==> src/hw/mia_defines.svh <==
`ifndef MIA_DEFINES_SVH
`define MIA_DEFINES_SVH

// Host I/O addresses
`define MIA_ARB_OFS 16'h0130
`define MIA_OPT_OFS 16'h0096

// Option-select register layout
`define MIA_OPT_EN_BIT 3
`define MIA_OPT_SEL_MSB 2
`define MIA_OPT_SEL_LSB 0
`define MIA_OPT_RST 8'h00

// Channel and request line counts
`define MIA_NPORT 16
`define MIA_NIRQ 8

// Idle value of the arbitration word: nothing pending
`define MIA_ARB_IDLE 16'h8000

`endif

==> src/hw/mia_pkg.sv <==
package mia_pkg;

   // Interrupt type code reported by one serial channel
   typedef logic [2:0] mia_itype_t;

   // Interrupt type of all sixteen channels, port 0 in the low slot
   typedef mia_itype_t [15:0] mia_itype_vec_t;

   // Arbitration word as the host reads it
   typedef struct packed {
      logic none;          // Set when no port is pending
      logic [4:0] rsv;     // Reads as zero
      logic [2:0] adapter; // Adapter identification
      logic [3:0] port;    // Winning port
      mia_itype_t itype;   // Interrupt type of the winning port
   } mia_arb_s;

   // One host I/O cycle
   typedef struct packed {
      logic rd;
      logic wr;
      logic [15:0] addr;
      logic [7:0] wdata;
   } mia_io_req_s;

endpackage

==> src/hw/mia_prio_enc.sv <==
`timescale 1ns/1ps
// Fixed-priority pick: the lowest set index wins
module mia_prio_enc
   import mia_pkg::*;
(
   // Pending requests
   input wire logic [15:0] pend,
   // Result
   output logic found,
   output logic [3:0] idx
);

   // Scan from the top down so the lowest index is written last and wins
   always_comb begin
      found = 1'b0;
      idx = 4'h0;
      for (int i = 15; i >= 0; i--) begin
         if (pend[i]) begin
            found = 1'b1;
            idx = 4'(i);
         end
      end
   end

endmodule

==> src/hw/mia_irq_arbiter.sv <==
`timescale 1ns/1ps
`include "mia_defines.svh"
module mia_irq_arbiter
   import mia_pkg::*;
(
   // Clock and reset
   input wire logic clk,
   input wire logic sys_rst,
   // Host I/O cycle, same clock as the adapter
   input mia_pkg::mia_io_req_s io_req,
   input wire logic setup_cycle,
   output logic [15:0] io_rdata,
   output logic io_rdata_vld,
   output logic io_rdata_oe,
   // Serial channel interrupt sources, asynchronous pins
   input wire logic [15:0] port_irq,
   input mia_pkg::mia_itype_vec_t port_itype,
   // Adapter identity straps
   input wire logic [2:0] adapter_id,
   input wire logic chain_tail,
   // Sharing chain between adapters
   input wire logic chain_busy_in,
   output logic chain_busy_out,
   // Open-collector request lines, index 0..7 = levels 3,5,9,10,11,12,14,15
   output logic [7:0] irq_o,
   output logic [7:0] irq_oe
);
   import mia_pkg::*;

   // Decode a three-bit level select into a one-hot line mask
   function automatic logic [7:0] sel_onehot(input logic [2:0] sel);
      sel_onehot = 8'h01 << sel;
   endfunction

   // Two-stage synchronisers for pin inputs
   logic [15:0] irq_s1_r, irq_s2_r;
   mia_itype_vec_t type_s1_r, type_s2_r;
   logic [2:0] id_s1_r, id_s2_r;
   logic tail_s1_r, tail_s2_r;
   logic busy_s1_r, busy_s2_r;

   // Strapped identity, captured while reset is held
   logic [2:0] adapter_id_r;
   logic tail_r;

   // Option-select register written only in the setup cycle
   logic [7:0] opt_r, opt_nxt;

   // Arbitration state
   mia_arb_s arb_r, arb_nxt;
   logic [15:0] rdata_r;
   logic rdata_vld_r;
   logic rdata_oe_r;
   logic [7:0] irq_oe_r;
   logic busy_out_r;

   // Priority encoder outputs
   logic win_found;
   logic [3:0] win_idx;

   // Address decode
   wire arb_hit = io_req.addr == `MIA_ARB_OFS;
   wire opt_hit = io_req.addr == `MIA_OPT_OFS;
   wire arb_rd = io_req.rd && arb_hit;
   wire opt_wr = io_req.wr && opt_hit && setup_cycle;
   wire opt_en = opt_r[`MIA_OPT_EN_BIT];
   wire [2:0] opt_sel = opt_r[`MIA_OPT_SEL_MSB:`MIA_OPT_SEL_LSB];
   // Option value as it will stand after this edge, for the line drive
   wire opt_nxt_en = opt_nxt[`MIA_OPT_EN_BIT];
   wire [2:0] opt_nxt_sel = opt_nxt[`MIA_OPT_SEL_MSB:`MIA_OPT_SEL_LSB];

   // This adapter answers the shared read when nobody ahead is pending,
   // and either it is pending or it is the last adapter in the chain
   wire may_answer = !busy_s2_r && (win_found || tail_r);

   // Synchronisers carry no reset; their first stage feeds only the second
   always_ff @(posedge clk) begin
      irq_s1_r <= port_irq;
      irq_s2_r <= irq_s1_r;
      type_s1_r <= port_itype;
      type_s2_r <= type_s1_r;
      id_s1_r <= adapter_id;
      id_s2_r <= id_s1_r;
      tail_s1_r <= chain_tail;
      tail_s2_r <= tail_s1_r;
      busy_s1_r <= chain_busy_in;
      busy_s2_r <= busy_s1_r;
   end

   // Straps are sampled during reset and frozen after its release,
   // so a late-settling strap cannot change identity mid-operation
   always_ff @(posedge clk) begin
      if (sys_rst) begin
         adapter_id_r <= id_s2_r;
         tail_r <= tail_s2_r;
      end
   end

   // Fixed-priority winner among the pending channels
   mia_prio_enc u_prio (
      .pend(irq_s2_r),
      .found(win_found),
      .idx(win_idx)
   );

   // Next option register value: writes outside setup are ignored
   always_comb begin
      opt_nxt = opt_r;
      if (opt_wr) begin
         opt_nxt = io_req.wdata;
      end
   end

   // Next arbitration word, rebuilt every cycle from the winner
   always_comb begin
      arb_nxt = mia_arb_s'(`MIA_ARB_IDLE);
      arb_nxt.adapter = adapter_id_r;
      if (win_found) begin
         // Winner's identity and type, all in one word
         arb_nxt.none = 1'b0;
         arb_nxt.port = win_idx;
         arb_nxt.itype = type_s2_r[win_idx];
      end
   end

   // Option register
   always_ff @(posedge clk) begin
      if (sys_rst) begin
         opt_r <= `MIA_OPT_RST;
      end else begin
         opt_r <= opt_nxt;
      end
   end

   // Arbitration register tracks the current winner
   always_ff @(posedge clk) begin
      if (sys_rst) begin
         arb_r <= mia_arb_s'(`MIA_ARB_IDLE);
      end else begin
         arb_r <= arb_nxt;
      end
   end

   // Read path: a read of the arbitration address returns the whole word
   // one cycle later; data holds until the next read
   always_ff @(posedge clk) begin
      if (sys_rst) begin
         rdata_r <= 16'h0000;
         rdata_vld_r <= 1'b0;
         rdata_oe_r <= 1'b0;
      end else begin
         rdata_vld_r <= arb_rd;
         rdata_oe_r <= arb_rd && may_answer;
         if (arb_rd) begin
            rdata_r <= arb_r;
         end
      end
   end

   // Request drive: only the selected line, only while something is pending.
   // Driving from the next word and next option keeps the line in step with both
   // registers, so a reselection never leaves the old line pulled for a cycle.
   always_ff @(posedge clk) begin
      if (sys_rst) begin
         irq_oe_r <= 8'h00;
         busy_out_r <= 1'b0;
      end else begin
         irq_oe_r <= (opt_nxt_en && !arb_nxt.none) ? sel_onehot(opt_nxt_sel) : 8'h00;
         busy_out_r <= busy_s2_r || win_found;
      end
   end

   // Open collector: the level driven is always low, enable carries the request
   assign irq_o = 8'h00;
   assign irq_oe = irq_oe_r;
   assign io_rdata = rdata_r;
   assign io_rdata_vld = rdata_vld_r;
   assign io_rdata_oe = rdata_oe_r;
   assign chain_busy_out = busy_out_r;
endmodule

==> config.mk <==
export PLATFORM = sky130hd
export DESIGN_NAME = mia_irq_arbiter
export DESIGN_NICKNAME = d
export VERILOG_FILES = /design/src/hw/mia_pkg.sv /design/src/hw/mia_prio_enc.sv /design/src/hw/mia_irq_arbiter.sv
export VERILOG_INCLUDE_DIRS = /design/src /design/src/hw
export SDC_FILE = /design/constraint.sdc
export NUM_CORES = 1
export LEC_CHECK = 0
export BUFFER_PORTS_ARGS = -buffer_cell sky130_fd_sc_hd__buf_2
export CAP_MARGIN = 10
export CORE_ASPECT_RATIO = 0.5
export CORE_MARGIN = 1
export CORE_UTILIZATION = 50
export CTS_CLUSTER_DIAMETER = 30
export CTS_CLUSTER_SIZE = 24
export DETAILED_ROUTE_END_ITERATION = 7
export PLACE_DENSITY = 0.85
export SETUP_SLACK_MARGIN = 0.15
export SLEW_MARGIN = 20
export SYNTH_ARGS = -nofsm -noshare
export SYNTH_HDL_FRONTEND = slang
export SYNTH_SLANG_ARGS = --single-unit
==> constraint.sdc <==
create_clock -name clk -period 2.5 [get_ports clk]
set_clock_uncertainty 0.2 [all_clocks]
set_input_delay 0.25 -clock clk [delete_from_list [all_inputs] [get_ports clk]]
set_output_delay 0.25 -clock clk [all_outputs]
set_load 0.005 [all_outputs]
==> insert_results.sql <==
INSERT INTO impl_metrics (metric_group, metric, value, unit) VALUES
('yosys', 'number_of_synthesized_flops_with_an_enable_pin', '4', ''),
('yosys', 'mappedNetlistArea', '4830', 'sq um'),
('drt', 'drt-vias-per-instance', '4.71', ''),
('setup_path', 'cp-start-kind', 'flip-flop', ''),
('cells_and_area', 'nets', '658', ''),
('yosys', 'synth.lib_cells_used.distinct', '42', ''),
('cts', 'cts-htree-levels', '4', ''),
('cts', 'cts_tree', 'done', ''),
('cts', 'clkSlewWorstSetupHoldPaths', '0.07', 'ns'),
('sta', 'final_period_minus_worst_setup_slack', '2.32', 'ns'),
('drt', 'routed_wl', '11100', 'um'),
('yosys', 'syn_area_per_cell', '13.7', 'sq um'),
('power', 'vdd_ir_drop_max', '579', 'uV'),
('floorplanning', 'die_w', '141', 'um'),
('placed_design', 'pre_cts_slack', '0.354', 'ns'),
('placed_design', 'gpl.final_weighted_congestion', '0.763', ''),
('drt', 'drtPass1Iterations', '4', ''),
('hold_path', 'worstHoldPathType', 'in2reg', ''),
('cts', 'clk_latency', '0.42', 'ns'),
('hold_path', 'hold_startpoint', 'io_req[0]', ''),
('drt', 'routed_wire_length_per_instance', '15.8', 'um'),
('power', 'power.density', '853', 'nW/um^2'),
('sta', 'maxSlewHeadroom', '0.632', ''),
('setup_path', 'critical_path_required', '2.60', 'ns'),
('cells_and_area', 'drive_gt1_frac', '0.302', ''),
('placed_design', 'buffer_ports.inserted', '115', ''),
('sta', 'hold_violations', '0', ''),
('drt', 'drt_iter0_markers', '173', ''),
('cts', 'cts_num_sinks', '179', ''),
('setup_path', 'startpoint', 'irq_s2_r[6]$_DFF_P_', ''),
('global_route', 'antenna_violations_before_repair', '0', ''),
('yosys', 'synth-async-reset-ratio', '0', ''),
('sta', 'finalCritPeriodShare', '0.928', ''),
('cts', 'cts_buffers', '17', ''),
('yosys', 'ys_seq_area_frac', '0.751', ''),
('drt', 'vias', '3314', ''),
('sta', 'worst_slew_pin_slew', '0.552', 'ns'),
('cells_and_area', 'regArea', '3630', 'sq um'),
('setup_path', 'crit_path_cell_trace', 'inv_1 -> o21ai_1 -> o22ai_1 -> a21oi_4 -> buf_12 -> mux2i_1 -> mux2_2 -> o22ai_1 -> a221o_1', ''),
('cts', 'cts_max_path_buffers', '2', ''),
('sta', 'setup_ws', '0.180', 'ns'),
('floorplanning', 'y_dimension_of_the_die', '71.5', 'um'),
('setup_path', 'crit_fanout', '14', ''),
('drt', 'top_signal_layer_used', 'met4', ''),
('sta', 'finalMaxSlewViolations', '0', ''),
('sta', 'finalSetupViolCount', '0', ''),
('setup_path', 'critical_path_arrival', '2.42', 'ns'),
('drt', 'detailroute.wirelength.met3', '522', 'um'),
('cells_and_area', 'fillers', '502', ''),
('global_route', 'overflow', '0', ''),
('status', 'run_status', 'finished clean', ''),
('power', 'total_power', '5.86', 'mW'),
('yosys', 'yosys_warnings', '0', ''),
('setup_path', 'critical_path.top_delay_family', 'compound AO/OA/AOI/OAI gates', ''),
('drt', 'dr_wl_met2', '5820', 'um'),
('drt', 'drt.antenna.violating_nets', '0', ''),
('power', 'leakagePower', '3.05', 'nW'),
('floorplanning', 'floorplan.die_area', '10100', 'sq um'),
('global_route', 'grt_util_all_layers', '0.226', ''),
('yosys', 'register_bit_count_reported_by_yosys', '179', ''),
('setup_path', 'cp_slowest_stage_delay', '0.36', 'ns'),
('job', 'max_cap_violations', '0', ''),
('cells_and_area', 'fin_util', '0.760', ''),
('setup_path', 'timing.critical_path.slowest_stage_cell', 'sky130_fd_sc_hd__dfxtp_1', ''),
('global_route', 'grt_start_max_net_pins', '29', ''),
('yosys', 'postSynth.topFlopCell', 'sky130_fd_sc_hd__dfxtp_1', ''),
('global_route', 'first_global_vias', '3446', ''),
('setup_path', 'r2r_startpoint', 'irq_s2_r[6]$_DFF_P_', ''),
('floorplanning', 'number_of_standard_cell_rows_in_the_floorplan', '24', ''),
('setup_path', 'critical_path.endpoint_type', 'flip-flop', ''),
('placed_design', 'dp_hpwl', '5520', 'um');
==> power by group <==
part | internal, mW | total [mW] | switching [mW]
Clock | 1.31 | 2.46 | 1.15
Sequential | 3.00 | 3.05 | 0.0494
Combinational | 0.207 | 0.349 | 0.142
Total | 4.51 | 5.86 | 1.34
==> worst paths after layout <==
path                              end  slack (ns)  cells past startpoint
setup / recovery  arb_r[0]$_SDFF_PP0_        0.18                      9
hold / removal    opt_r[0]$_SDFF_PP0_        0.03                      3
setup reg to reg  arb_r[0]$_SDFF_PP0_        0.18                      9
hold reg to reg     busy_s2_r$_DFF_P_        0.13                      0
==> cells in the mapped netlist, types with 2 or more instances <==
cell	n	area [sq um]
sky130_fd_sc_hd__mux2_2	6	67.6
sky130_fd_sc_hd__nor4_1	4	25.0
sky130_fd_sc_hd__nor3_1	8	40.0
sky130_fd_sc_hd__a211oi_1	3	22.5
sky130_fd_sc_hd__nor2_1	37	139
sky130_fd_sc_hd__o22ai_1	3	18.8
sky130_fd_sc_hd__a221o_1	2	20.0
sky130_fd_sc_hd__nand2b_1	4	25.0
sky130_fd_sc_hd__mux2i_1	37	370
sky130_fd_sc_hd__nand3_1	3	15.0
sky130_fd_sc_hd__buf_4	15	113
sky130_fd_sc_hd__edfxtp_1	4	120
sky130_fd_sc_hd__nor4b_1	2	17.5
sky130_fd_sc_hd__or3_1	2	12.5
sky130_fd_sc_hd__buf_6	2	22.5
sky130_fd_sc_hd__a21oi_1	8	40.0
sky130_fd_sc_hd__inv_1	5	18.8
sky130_fd_sc_hd__nand2_1	4	15.0
sky130_fd_sc_hd__dfxtp_1	175	3500
sky130_fd_sc_hd__nor2b_1	7	43.8
==> layout make-up <==
type | count | area share
Clock buffer | 19 | 0.0630
Clock inverter | 13 | 0.0171
Inverter | 5 | 0.00273
Multi-Input combinational cell | 161 | 0.161
Sequential cell | 179 | 0.528
Tap cell | 130 | 0.0237
Timing Repair Buffer | 196 | 0.204
==> worst min-delay path, stage by stage <==
cell                      delay, ns
sky130_fd_sc_hd__buf_2         0.07
sky130_fd_sc_hd__mux2i_1       0.15
sky130_fd_sc_hd__nor2_1        0.13
==> routing by layer <==
metal,vias up,GRT usage
met4,0,0.135
met3,26,0.0602
met1,1565,0.236
met2,136,0.417
met5,-,0
li1,1587,-
==> timing repair <==
item	4_1_cts	5_1_grt
resized for setup	0	6
hold endpoints to repair	73	0
hold buffers	74	0
buffers inserted	0	1
endpoints found under the setup margin	0	2
==> state kept, by name, indices dropped and copies added (netlist names), 3 cells and up <==
name,count
irq_s1_r,16
id_s1_r,3
id_s2_r,3
type_s2_r,48
opt_r,4
io_rdata,11
irq_oe,8
type_s1_r,48
adapter_id_r,3
irq_s2_r,16
arb_r,11
==> cells in the final DEF, fill, tap and decap left out, types with 3 or more instances in the layout <==
master                            n
sky130_fd_sc_hd__inv_1            5
sky130_fd_sc_hd__mux2_2           6
sky130_fd_sc_hd__dfxtp_1        173
sky130_fd_sc_hd__buf_2          115
sky130_fd_sc_hd__clkinv_4         3
sky130_fd_sc_hd__mux2i_1         37
sky130_fd_sc_hd__nor2b_1          7
sky130_fd_sc_hd__dlygate4sd3_1   74
sky130_fd_sc_hd__nor2_1          36
sky130_fd_sc_hd__edfxtp_1         4
sky130_fd_sc_hd__nor4_1           4
sky130_fd_sc_hd__inv_8            4
sky130_fd_sc_hd__clkbuf_16       18
sky130_fd_sc_hd__clkinvlp_4       3
sky130_fd_sc_hd__nand2_1          4
sky130_fd_sc_hd__nand3_1          3
sky130_fd_sc_hd__conb_1          13
sky130_fd_sc_hd__buf_4            4
sky130_fd_sc_hd__nor3_1           8
sky130_fd_sc_hd__o22ai_1          3
sky130_fd_sc_hd__a21oi_1          7
sky130_fd_sc_hd__nand2b_1         4
==> cells by family (layout without fill, tap and decap cells) <==
logic type             after synthesis  after routing  share of synthesized area
DFF                                179            179                      0.751
and+or+nand+nor                     80             80                     0.0861
muxes                               43             43                     0.0907
buffers and inverters               25            233                     0.0345
AOI/OAI and AO/OA                   25             25                     0.0373
other                                1             13                   0.000777
==> metrics by stage <==
| step | cell area [sq um] | hold WS (ns) | instances |
|---|---|---|---|
| 3_3_place_gp | 5520 | 0.111 | 595 |
| 2_1_floorplan | 4870 | 0.0777 | 365 |
| 3_5_place_dp | 5520 | 0.112 | 595 |
| 4_1_cts | 6820 | 0.0139 | 701 |
| 5_1_grt | 6870 | 0.0301 | 703 |
| 6_report | 6870 | 0.0260 | 703 |
Power figures use the tool's default switching activity.
